[src/vcg_pkg.sv]
// Shared constants for the video capture FIFO glue
package vcg_pkg;
   localparam int unsigned DATA_W      = 16;
   localparam int unsigned CNT_W       = 15;
   localparam logic [14:0] FIFO_DEPTH  = 15'h4000;
   localparam logic [14:0] HALF_LEVEL  = 15'h2000;
   localparam logic [14:0] CNT_RST     = 15'h0000;
   localparam logic        TOGGLE_RST  = 1'b0;
   localparam int unsigned BUF_DEPTH   = 2;
endpackage

[src/vcg_top.sv]
// Video capture glue: field arming, blanking gate, word packing strobes, fill tracking
// Operation
// After reset release the decoder pulses vertical reference at next field start.
// Decoder holds active video valid low during blanking samples.
// Decoder raises active video valid for the whole active part of a line.
// Decoder drops active video valid at line end until next visible line.
// Gated valid words strobe low-half and high-half FIFO pairs alternately.
// Toggle true output drives low strobe, inverted output drives high strobe; here the low strobe uses !toggle_r and the high strobe toggle_r.
// Half-full is presented to the host as an interrupt event.
// Host repeats wait for half-full then drain until software disables capture.
// Host drains 8k words in about 400 us, before FIFOs refill.
// Bus-matching option writes every word to one FIFO, which packs pairs.
// Write enable is active video valid AND the field-start flip-flop.
// Half-full asserts at 8k of 16k entries; host drains at most 8k.
// Host flag resets both flip-flops and all FIFOs; restart at next field.
// Toggle starts known after reset, first word goes to low half.
`timescale 1ns/1ps
module vcg_top (
   // Clock and reset
   input  wire logic                         i_ref_clk,
   input  wire logic                         i_rst_n,
   // Decoder side, asynchronous to i_ref_clk
   input  wire logic                         i_pix_clk,
   input  wire logic [vcg_pkg::DATA_W-1:0]   i_pix_data,
   input  wire logic                         i_active_video_valid,
   input  wire logic                         i_vref,
   input  wire logic                         i_field,
   // Host side
   input  wire logic                         i_capture_reset,
   input  wire logic                         i_bank_one_select_n,
   input  wire logic                         i_bus_match,
   // External FIFO side
   input  wire logic                         i_fifo_ready,
   output logic                              o_low_half_write_strobe,
   output logic                              o_high_half_write_strobe,
   output logic [vcg_pkg::DATA_W-1:0]        o_fifo_data,
   output logic                              o_fifo_reset,
   output logic                              o_fifo_half_full_flag,
   output logic                              o_half_full_event,
   output logic                              o_overrun
);
   // Two-flop synchronisers for every decoder pin and the host capture-reset and select pins; i_bus_match is used directly
   localparam int unsigned SW = vcg_pkg::DATA_W + 6;
   // Select pin idles high; a zero here would fake a read edge after reset
   localparam logic [SW-1:0] SYNC_RST = 22'h01_0000;
   logic [SW-1:0] sync1_r;
   logic [SW-1:0] sync2_r;
   logic          pclk_d_r;
   logic          vref_d_r;
   logic          sel_d_r;

   always_ff @(posedge i_ref_clk or negedge i_rst_n) begin
      if (!i_rst_n) begin
         sync1_r <= SYNC_RST;
         sync2_r <= SYNC_RST;
      end else begin
         sync1_r <= {i_pix_clk, i_active_video_valid, i_vref, i_field,
                     i_capture_reset, i_bank_one_select_n, i_pix_data};
         sync2_r <= sync1_r;
      end
   end

   logic                       pclk_s;
   logic                       avv_s;
   logic                       vref_s;
   logic                       field_s;
   logic                       crst_s;
   logic                       sel_n_s;
   logic [vcg_pkg::DATA_W-1:0] data_s;
   assign {pclk_s, avv_s, vref_s, field_s, crst_s, sel_n_s, data_s} = sync2_r;

   always_ff @(posedge i_ref_clk or negedge i_rst_n) begin
      if (!i_rst_n) begin
         pclk_d_r <= 1'b0;
         vref_d_r <= 1'b0;
         sel_d_r  <= 1'b1;
      end else begin
         pclk_d_r <= pclk_s;
         vref_d_r <= vref_s;
         sel_d_r  <= sel_n_s;
      end
   end

   // Data launches on the rising pixel edge, so sample at the falling one
   logic pix_fall;
   logic vref_rise;
   logic read_word;
   logic clr;
   assign pix_fall  = pclk_d_r && !pclk_s;
   assign vref_rise = vref_s && !vref_d_r;
   assign read_word = sel_d_r && !sel_n_s;
   assign clr       = crst_s;

   // Field-start flip-flop: arms on vertical reference of field zero
   logic armed_r;
   always_ff @(posedge i_ref_clk or negedge i_rst_n) begin
      if (!i_rst_n) begin
         armed_r <= 1'b0;
      end else if (clr) begin
         armed_r <= 1'b0;
      end else if (vref_rise && !field_s) begin
         armed_r <= 1'b1;
      end
   end

   // Blanking never reaches the buffer
   logic                       wr_en;
   logic                       push;
   logic                       in_ready;
   logic                       out_valid;
   logic                       pop;
   logic [vcg_pkg::DATA_W-1:0] out_data;
   assign wr_en = avv_s && armed_r;
   assign push  = wr_en && pix_fall;

   vcg_buf u_buf (
      .i_clk       (i_ref_clk),
      .i_rst_n     (i_rst_n),
      .i_sclr      (clr),
      .i_in_valid  (push),
      .o_in_ready  (in_ready),
      .i_in_data   (data_s),
      .o_out_valid (out_valid),
      .i_out_ready (pop),
      .o_out_data  (out_data)
   );

   // Decoder cannot be stalled; a word lost to a full buffer is flagged
   always_ff @(posedge i_ref_clk or negedge i_rst_n) begin
      if (!i_rst_n) begin
         o_overrun <= 1'b0;
      end else if (push && !in_ready) begin
         o_overrun <= 1'b1;
      end else if (clr) begin
         o_overrun <= 1'b0;
      end
   end

   // Toggle and strobes; one idle cycle between strobes keeps them distinct
   logic toggle_r;
   logic strobe_busy;
   assign strobe_busy = o_low_half_write_strobe || o_high_half_write_strobe;
   assign pop         = out_valid && i_fifo_ready && !strobe_busy && !clr;

   always_ff @(posedge i_ref_clk or negedge i_rst_n) begin
      if (!i_rst_n) begin
         toggle_r <= vcg_pkg::TOGGLE_RST;
      end else if (clr) begin
         toggle_r <= vcg_pkg::TOGGLE_RST;
      end else if (pop) begin
         toggle_r <= ~toggle_r;
      end
   end

   always_ff @(posedge i_ref_clk or negedge i_rst_n) begin
      if (!i_rst_n) begin
         o_low_half_write_strobe  <= 1'b0;
         o_high_half_write_strobe <= 1'b0;
         o_fifo_data              <= '0;
      end else begin
         o_low_half_write_strobe  <= pop && (!toggle_r || i_bus_match);
         o_high_half_write_strobe <= pop && toggle_r && !i_bus_match;
         if (pop) begin
            o_fifo_data <= out_data;
         end
      end
   end

   // Fill level of the external FIFOs in 32-bit words
   logic [vcg_pkg::CNT_W-1:0] cnt_r;
   logic [vcg_pkg::CNT_W-1:0] cnt_nxt;
   logic                      word_done;
   assign word_done = pop && toggle_r;

   always_comb begin
      cnt_nxt = cnt_r;
      if (word_done && !read_word && cnt_r != vcg_pkg::FIFO_DEPTH) begin
         cnt_nxt = cnt_r + 15'h0001;
      end else if (read_word && !word_done && cnt_r != vcg_pkg::CNT_RST) begin
         cnt_nxt = cnt_r - 15'h0001;
      end
   end

   always_ff @(posedge i_ref_clk or negedge i_rst_n) begin
      if (!i_rst_n) begin
         cnt_r                 <= vcg_pkg::CNT_RST;
         o_fifo_half_full_flag <= 1'b0;
         o_half_full_event     <= 1'b0;
         o_fifo_reset          <= 1'b0;
      end else begin
         cnt_r                 <= clr ? vcg_pkg::CNT_RST : cnt_nxt;
         o_fifo_half_full_flag <= !clr && (cnt_nxt >= vcg_pkg::HALF_LEVEL);
         o_half_full_event     <= !clr && !o_fifo_half_full_flag
                                  && (cnt_nxt >= vcg_pkg::HALF_LEVEL);
         o_fifo_reset          <= clr;
      end
   end
endmodule

[src/vcg_buf.sv]
// Two-entry word buffer with valid and ready on both sides
`timescale 1ns/1ps
module vcg_buf (
   // Clock and reset
   input  wire logic                         i_clk,
   input  wire logic                         i_rst_n,
   input  wire logic                         i_sclr,
   // Fill side
   input  wire logic                         i_in_valid,
   output logic                              o_in_ready,
   input  wire logic [vcg_pkg::DATA_W-1:0]   i_in_data,
   // Drain side
   output logic                              o_out_valid,
   input  wire logic                         i_out_ready,
   output logic [vcg_pkg::DATA_W-1:0]        o_out_data
);
   logic [vcg_pkg::DATA_W-1:0] mem_r [vcg_pkg::BUF_DEPTH];
   logic                       wr_ptr_r;
   logic                       rd_ptr_r;
   logic [1:0]                 cnt_r;
   logic                       push;
   logic                       pop;

   assign o_in_ready  = (cnt_r != 2'h2);
   assign o_out_valid = (cnt_r != 2'h0);
   assign o_out_data  = mem_r[rd_ptr_r];
   assign push        = i_in_valid && o_in_ready;
   assign pop         = o_out_valid && i_out_ready;

   always_ff @(posedge i_clk) begin
      if (push) begin
         mem_r[wr_ptr_r] <= i_in_data;
      end
   end

   always_ff @(posedge i_clk or negedge i_rst_n) begin
      if (!i_rst_n) begin
         wr_ptr_r <= 1'b0;
         rd_ptr_r <= 1'b0;
         cnt_r    <= 2'h0;
      end else if (i_sclr) begin
         wr_ptr_r <= 1'b0;
         rd_ptr_r <= 1'b0;
         cnt_r    <= 2'h0;
      end else begin
         if (push) begin
            wr_ptr_r <= ~wr_ptr_r;
         end
         if (pop) begin
            rd_ptr_r <= ~rd_ptr_r;
         end
         cnt_r <= cnt_r + {1'b0, push} - {1'b0, pop};
      end
   end
endmodule

[config.mk]
export PLATFORM = sky130hd
export DESIGN_NAME = vcg_top
export DESIGN_NICKNAME = d
export VERILOG_FILES = /design/src/vcg_pkg.sv /design/src/vcg_top.sv /design/src/vcg_buf.sv
export SDC_FILE = /design/constraint.sdc
export NUM_CORES = 1
export LEC_CHECK = 0
export ABC_AREA = 1
export BUFFER_PORTS_ARGS = -buffer_cell sky130_fd_sc_hd__buf_4
export CELL_PAD_IN_SITES_DETAIL_PLACEMENT = 1
export CELL_PAD_IN_SITES_GLOBAL_PLACEMENT = 1
export CORE_MARGIN = 8
export CORE_UTILIZATION = 36
export DETAILED_ROUTE_END_ITERATION = 12
export GPL_ROUTABILITY_DRIVEN = 0
export PLACE_DENSITY = 0.75
export SLEW_MARGIN = 20
export SYNTH_ARGS = -nofsm -noshare
export SYNTH_HDL_FRONTEND = slang
export SYNTH_SLANG_ARGS = --single-unit
[constraint.sdc]
create_clock -name i_ref_clk -period 3.1 [get_ports i_ref_clk]
set_clock_uncertainty 0.15 [all_clocks]
set_input_delay 0.93 -clock i_ref_clk [delete_from_list [all_inputs] [get_ports i_ref_clk]]
set_output_delay 0.93 -clock i_ref_clk [all_outputs]
set_load 0.005 [all_outputs]
Word-level counts from Yosys, hierarchy flattened

Memory sizes are Yosys's and may differ from the RTL's. A register that Yosys moved wholly into a read port is not among the register bits.
Cells that the tools add are included.

Bits in registers: 74
Memory bits (writable): 32
Word-level logic and storage cells: 88
Memories: 1

Memory list:

| memory      | words | bits a word | rd ports | clocked after memory_dff | write ports | RTL line      | text |
|---|---|---|---|---|---|---|---|
| u_buf.mem_r | 2     | 16          | 1        | 1                        | 1           | vcg_buf.sv:17 | `logic [vcg_pkg::DATA_W-1:0] mem_r [vcg_pkg::BUF_DEPTH];` |

Add/subtract/negate cells: 4
Order comparisons: 1
Equality and inequality tests: 2
Mux-type cells: 16
Bitwise operators: 3
Reductions and logical operators: 44

Operators by type and width:

| cell                    | number |
|---|---|
| $mux W15                | 3 |
| $logic_and A1 B1 Y1     | 22 |
| $add A15 B1 Y15 const B | 1 |
| $ge A15 B14 Y1 const B  | 1 |
| $ne A15 B15 Y1 const B  | 1 |
| $reduce_bool A15 Y1     | 1 |
| $sub A15 B1 Y15 const B | 1 |
| $logic_not A1 Y1        | 13 |
| $mux W1                 | 12 |
| $reduce_bool A2 Y1      | 6 |
| $not A1 Y1              | 3 |
| $add A2 B1 Y2           | 1 |
| $logic_or A1 B1 Y1      | 2 |
| $mux W2                 | 1 |
| $ne A2 B2 Y1 const B    | 1 |
| $sub A2 B1 Y2           | 1 |

Logic depth before layout (Yosys ltp)

Gate-level depths: netlist of the first run.

Word-level depth: 12
Depth in mapped cells: 12
Gate-level depth less buffers: 12

Cells and area by module

From an unflattened synthesis of the first run, not the netlist that was laid out.

Cell total of the unflattened synthesis: 484
Area, all modules: 4903.5 µm²

By module, submodules not included:

| module  | times used | cells an instance | area each (µm²) | seq. area each (µm²) |
|---|---|---|---|---|
| vcg_top | 1          | 366               | 3450.8          | 2155.8 |
| vcg_buf | 1          | 118               | 1452.6          | 1061.0 |

Worst setup path after synthesis of the first run

Ideal clock, no wire load.

Kind: input to register
From: input port i_fifo_ready
To: register u_buf.cnt_r[1]
Arrival time: 2.119 ns
Required time: 2.818 ns
Setup slack: 0.700 ns
Cell stages on the path: 10
Path buffers: 1
Cell sequence: inv_1 > nor2_4 > nand3_1 > inv_2 > buf_2 > ha_1 > inv_1 > ha_1 > xor2_1 > nor2_1

Cells in the longest elaborated chain, start to end: 6

RTL lines:

| element                          | RTL line       | text |
|---|---|---|
| start: declaration               | vcg_top.sv:33  | `input wire logic i_fifo_ready,` |
| $logic_and A1 B1 Y1 (3 in a row) | vcg_top.sv:143 | `assign pop = out_valid && i_fifo_ready && !strobe_busy && !clr;` |
| $logic_and A1 B1 Y1              | vcg_buf.sv:28  | `assign pop = o_out_valid && i_out_ready;` |
| $sub A2 B1 Y2                    | vcg_buf.sv:52  | `cnt_r <= cnt_r + {1'b0, push} - {1'b0, pop};` |
| $mux W2                          | vcg_buf.sv:41  | `end else if (i_sclr) begin` |
| end signal: assignment           | vcg_buf.sv:52  |  |
| end: declaration                 | vcg_buf.sv:20  | `logic [1:0] cnt_r;` |

No other way between the ends.
A chain may end at the register's enable or synchronous reset.

Worst setup path after layout of the first run

From: register cnt_r[0] (netlist bit)
To: register cnt_r[9] (netlist bit)

Cells in the longest elaborated chain, start to end: 5

RTL lines:

| element                                                                 | RTL line       | text |
|---|---|---|
| start: declaration                                                      | vcg_top.sv:170 | `logic [vcg_pkg::CNT_W-1:0] cnt_r;` |
| start signal: assignment                                                | vcg_top.sv:186 | `cnt_r <= vcg_pkg::CNT_RST;` |
| start signal: assignment                                                | vcg_top.sv:191 | `cnt_r <= clr ? vcg_pkg::CNT_RST : cnt_nxt;` |
| parallel branches: the longest is 3 deep, another holds $sub A15 B1 Y15 | --             |  |
| $mux W15 *                                                              | vcg_top.sv:177 | `if (word_done && !read_word && cnt_r != vcg_pkg::FIFO_DEPTH) begin` |
| $mux W15 *                                                              | vcg_top.sv:191 |  |

Mark *: on every way between the ends.

==> run metrics, run 1 <==
CP arrival=approximately 2300 ps; Max Cap Viol=0; Slew headroom=58.88%; synthesized area per cell=10.73 µm²; fin worst setup slack=991.1 ps; post-DR wirelength/cell=about 16 µm; vias in the first global route=3,654; DP HPWL=about 7700 µm; Resize count post-CTS=0; die width=roughly 130 µm; Worst Path Max Fanout=15; CTS Buf Count=17; PwrDens=960.0 nW/µm²; Min Hold Slack=196.8 ps; fmax=approximately 470 MHz; Placed Cells incl. Taps=666; Post-Layout Inst Area=5911 µm²; mapped cell area=4798 µm²; crit-path leading delay family=simple AND/OR/NAND/NOR gates; worst-margin pin slew=about 620 ps; setup bufs post-CTS=0; area leader, netlist=dfrtp_1; max incr delay on CP=~420 ps; # IOs=48; worst hold path type=reg -> reg; VDD IR max=0.4103 mV; register bit total from synthesis=122; post-place instance area=between 5000 and 6000 µm²; Pleak=~2.6 nW; Pre-antenna DRT Iters=4; H-tree depth=4; worst slack at placement=656.7 ps; worst reg2reg startpoint=cnt_r[0]; cell count along the critical path=11; Buffers & Inverters on Critical Path=2; fin. max-slew vios=0; Setup crit start=cnt_r[0]; Chip Height=131.5 µm; R2R Setup Slk=990 ps; Worst-Skew Late Latency=410 ps; Mapped Cells=approximately 450; P&R area growth vs syn=23.18%; crit start category=register; CP Data Required Time=about 3300 ps; Final setup viols=0; grt total ovfl=0; post-route ant nets=0; final worst-path cycle share=between 60% and 70%; layout cell share with drive strength beyond 1=21.26%; starting density of the core=a little over a third; Diodes inserted=0; final net count=~540; run status=finished clean; Critical Setup Path Class=reg -> reg; post-synth top area share=45.37%; routed wire length=between 10,000 and 15,000 µm; Seq/Total Area, Yosys=67.04%; Reg2Reg Depth=11; Cell Rows=42; nature of the critical path endpoint=register; die area=17,280 µm²; final hold violations=0; unrepaired setup endpoints after global routing=no; clk buf depth=2; largest net degree at the start of global routing=48; CTS tree=built; clock sink total=about 120; CP Capture Point=cnt_r[9]; Net Count, Synth=477; gr usage total=13.74%; clk root buf=clkbuf_16; number of remaining DRC errors=0; largest cells by area after synthesis=dfrtp_1 (45%), edfxtp_1 (20%), nand2_1 (8.4%); Cell Chain, Critical Path=inv_1 > ha_1 > nand2_2 > nor2_4 > nand3_2 > nand2_4 > inv_4 > o21ai_0 > nand3_1 > nand2_1 > nor2_1; port bufs=between 40 and 50; Via density=4.691; CORE AREA=13,140 µm²; Netlist cell types=36; setup tns final=0 ps; total number of vias=approximately 3,300; drt first-iter violations=153; CTS Hold Bufs=0; CTS clk-pin slew, worst paths=60 ps; synth warn=0; CP max-delay cell=dfrtp_1; fin cells=698; R2R Path End=cnt_r[9]; initial antenna violation count=0; crit path time final=2109 ps; first-pass GRT wire length=about 19,000 µm
==> stage by stage <==
step	utilization [%]	power [mW]
after floorplan	-	3.272
after global placement	40.79	3.746
after detailed placement	40.79	3.855
after CTS	44.99	5.748
after global routing	44.99	6.051
final	44.99	5.674
==> where the power goes <==
group / internal [mW] / switching (mW)
Sequential: 1.88 / 0.222
Clock: 1.10 / 0.740
Combinational: 0.663 / 1.07
==> sequential cells by signal, indices dropped and copies added, names as in the netlist, 2 cells and up <==
name         count
u_buf.cnt_r      2
u_buf.mem_r     32
sync2_r         22
cnt_r           15
o_fifo_data     16
sync1_r         22
==> Yosys cell counts (all sizes together) <==
master    n
nand3    16
dfstp     3
clkbuf    4
nand2   114
nor4      1
nor3b     1
nor2     67
clkinv    1
inv      37
edfxtp   32
o211ai    1
nor3      7
or2       2
o21ai    12
o21a      1
a21oi    13
ha        4
buf       8
a31oi    16
dfrtp    87
xor2     14
xnor2     1
a32o      1
nand3b    1
nand4     3
==> worst register-to-register path: cells and delay by family (launching register included) <==
| family | cells | cell delay [ps] |
|---|---|---|
| fa+ha+maj | 1 | 220 |
| simple gates | 7 | 800 |
| compound gates | 1 | 130 |
| buf+inv | 2 | 250 |
| flops | 1 | 420 |
==> how the worst min path moves through the flow <==
| stage | to | slack (ps) | from | depth (start not counted) |
|---|---|---|---|---|
| 2_1_floorplan | sync2_r[0] | 180 | sync1_r[0] | 0 |
| 3_3_place_gp | sync2_r[19] | 180 | sync1_r[19] | 0 |
| 3_5_place_dp | sync2_r[15] | 190 | sync1_r[15] | 0 |
| 4_1_cts | sync2_r[15] | 200 | sync1_r[15] | 0 |
| 5_1_grt | sync2_r[7] | 210 | sync1_r[7] | 0 |
| 6_report | sync2_r[20] | 200 | sync1_r[20] | 0 |
==> per-layer routing <==
metal	global-route usage [%]	share of wire (%)	up-vias
met4	4.978	1.7	0
met2	24.14	52	45
met5	0	0	-
met3	4.078	3.0	14
li1	-	-	1569
met1	15.51	43	1646
==> cell type report <==
class | count | area, µm²
inverter | 38 | 145.1
tap | 176 | 220.2
fill | 1465 | 7227
timing repair buffer | 55 | 412.9
clock inverter | 15 | 126.4
clock buffer | 17 | 425.4
sequential | 122 | 3217
multi-input combinational | 275 | 1364
==> layout by cell type (no fill, tap or decap), types with 2 or more instances in the layout <==
cell type | Yosys | layout
nor2_4 | 4 | 4
clkinv_4 | 0 | 4
ha_1 | 4 | 4
clkinv_2 | 0 | 4
inv_2 | 3 | 3
clkinv_1 | 1 | 3
clkbuf_16 | 0 | 17
nor2_1 | 59 | 59
o21ai_1 | 5 | 5
nand4_1 | 2 | 2
o21ai_0 | 7 | 7
dfstp_2 | 3 | 3
a31oi_1 | 16 | 16
nor2_2 | 4 | 4
nor3_1 | 7 | 7
nand2_1 | 108 | 108
inv_6 | 0 | 3
nand3_1 | 14 | 14
or2_2 | 2 | 2
nand3_2 | 2 | 2
nand2_2 | 5 | 5
edfxtp_1 | 32 | 32
inv_1 | 33 | 33
dfrtp_1 | 87 | 87
a21oi_1 | 13 | 13
buf_4 | 2 | 55
xor2_1 | 14 | 14
==> kinds of logic (layout without fill, tap and decap cells) <==
logic type      after synthesis  after routing  synth area share (%)
buf+inv                      50            125                 4.537
compound gates               44             44                 5.215
flops                       122            122                 67.04
xor+xnor                     15             15                 2.738
fa+ha+maj                     4              4                 1.043
simple gates                212            212                 19.43
(Power assumes the default switching activity.)
==> run 2, diff against run 1 <==
--- a/config.mk
+++ b/config.mk
@@ -13,7 +13,7 @@
 export CORE_UTILIZATION = 36
 export DETAILED_ROUTE_END_ITERATION = 12
 export GPL_ROUTABILITY_DRIVEN = 0
-export PLACE_DENSITY = 0.75
+export PLACE_DENSITY = 0.77
 export SLEW_MARGIN = 20
 export SYNTH_ARGS = -nofsm -noshare
 export SYNTH_HDL_FRONTEND = slang
==> constraint.sdc (replaced) <==
create_clock -name i_ref_clk -period 1.91 [get_ports i_ref_clk]
set_clock_uncertainty 0.15 [all_clocks]
set_input_delay 0.573 -clock i_ref_clk [delete_from_list [all_inputs] [get_ports i_ref_clk]]
set_output_delay 0.573 -clock i_ref_clk [all_outputs]
set_load 0.005 [all_outputs]
==> run 2 against run 1 <==
Compared with the run above:
- combinational power up 110%
- maximum frequency up 13%
- sequential power up 62%
- global-route usage up 1.1 points
- die area unchanged
==> run metrics, run 2 (synthesized netlist as in run 1, its figures left out) <==
die area=17,280 µm²; R2R Setup Slk=50 ps; Switching Fraction=36.23%; largest register by flop count=u_buf.mem_r; number of remaining DRC errors=0; Pleak=2.801 nW; CTS clk-pin slew, worst paths=60 ps; most common cell after layout, fill and taps aside=nand2_1; nature of the critical path endpoint=register; starting density of the core=~37%; clock sink total=122; most frequent cells in the layout=nand2_1 (106), dfrtp_1 (82), buf_4 (76); largest net degree at the start of global routing=35; Clk pwr share=30.1%; fmax=537.3 MHz; vias in the first global route=3,864; clk root buf=clkbuf_16; fin. max-slew vios=0; final hold violations=0; layout cell share with drive strength beyond 1=~31%; Filler cells=1,424; final worst-path cycle share=97.45%; Post-Layout Inst Area=6327 µm²; Diodes inserted=0; final net count=568; grt total ovfl=0; post-route ant nets=0; CP Data Required Time=2060 ps; first-pass GRT wire length=19,880 µm; combinational share of power=35.9%; VDD IR max=0.6542 mV; CTS tree=built; CP arrival=2010 ps; Int Pwr=6.377 mW; worst-margin pin slew=528.4 ps; max reg flops=32; initial antenna violation count=0; routed wire length=12,410 µm; CORE AREA=about 13,000 µm²; crit path time final=1861 ps; total number of vias=3,485; unrepaired setup endpoints after global routing=yes; post-place instance area=5584 µm²; Worst Path Max Fanout=6; Max Cap Viol=0; drt first-iter violations=242; Final setup viols=0; die width=about 130 µm; Worst-Skew Late Latency=roughly 420 ps; Chip Height=around 130 µm; gr usage total=14.82%; Slew headroom=64.56%; port bufs=47; post-DR wirelength/cell=17.08 µm; CTS Buf Count=17; Critical Setup Path Class=reg -> reg; clk buf depth=2; # IOs=48; crit start category=register; worst slack at placement=-96.77 ps; biggest regs=u_buf.mem_r x32, sync1_r x22, sync2_r x22; share of total power in sequential cells=34.0%; switching pwr=approximately 3.6 mW; fin worst setup slack=48.74 ps; run status=finished clean; DP HPWL=about 8200 µm; PwrDens=1581 nW/µm²; Cell Rows=42; Pre-antenna DRT Iters=4; P&R area growth vs syn=31.86%; total chip power=approximately 10 mW; Via density=4.794; worst hold path type=in -> reg; H-tree depth=4
## run 2: cell count changes in the layout (fill, tap and decap cells not counted), moves of 4 or more
cell,delta
dfrtp_1,-5
buf_4,+21
dfrtp_2,+5
buf_12,+4
nor2_1,-12
nor2_2,+9
a21oi_2,+4
a21oi_1,-4
nor2_4,+4
## run 2: power groups by stage
stage | logic, mW | registers (mW) | clock network (mW)
after global routing | 3.97 | 3.46 | 3.20
after detailed placement | 3.07 | 3.41 | 0
after global placement | 2.94 | 3.38 | 0
final | 3.59 | 3.40 | 3.01
after floorplan | 1.94 | 3.37 | 0
after CTS | 3.13 | 3.37 | 3.07
## run 2: critical path, cell delays in order, from the launching register on
cell     delay [ps]
dfrtp_2         450
nor2_1          190
nand2_1         140
nor2_1          260
nand2_1         120
o21ai_1         230
nand3_1         100
nand2_1          70
nor2_1           40
## run 2: repair_timing
item                       in CTS  in global routing
hold buffers                    1                  0
hold endpoints to repair       19                  0
buffers inserted                1                  4
setup endpoints to repair       2                 19
cloned                          0                  1
resized for setup               2                 38
pin swaps                       2                  9
## run 2: per-stage QoR
step	util, %	setup TNS, ps	hold WS, ps	std cells
4_1_cts	46.96	0	95.49	722
6_report	48.16	0	112.2	727
5_1_grt	48.16	-168.4	90.80	727
3_5_place_dp	42.50	-345.4	186.3	688
3_3_place_gp	42.50	0	182.1	688
2_1_floorplan	-	-15.78	127.4	447
## run 2: per-layer routing
metal | vias up | part of all wire, % | GRT usage (%)
met4 | 0 | 1.9 | 6.701
met2 | 83 | 53 | 25.90
met3 | 18 | 4.4 | 4.345
met5 | - | 0 | 0
met1 | 1753 | 41 | 16.36
li1 | 1631 | - | -
## run 2: layout make-up
class / count / area [µm²] / share of cell area [%]
Clock inverter: 14 / 123.9 / 1.958
Tap cell: 176 / 220.2 / 3.480
Multi-Input combinational cell: 276 / 1488 / 23.51
Inverter: 38 / 150.1 / 2.373
Clock buffer: 18 / 439.2 / 6.941
Sequential cell: 122 / 3223 / 50.94
Timing Repair Buffer: 83 / 683.2 / 10.80
## run 2: path summary, 6_finish.rpt
check                              end  cells after the start           start
max reg2reg                   cnt_r[9]                      8        cnt_r[2]
max                           cnt_r[9]                      8        cnt_r[2]
min                        sync1_r[12]                      1  i_pix_data[12]
min in group asynchronous    cnt_r[12]                      2         i_rst_n
max in group asynchronous  sync1_r[14]                      3         i_rst_n
min reg2reg                 sync2_r[8]                      0      sync1_r[8]
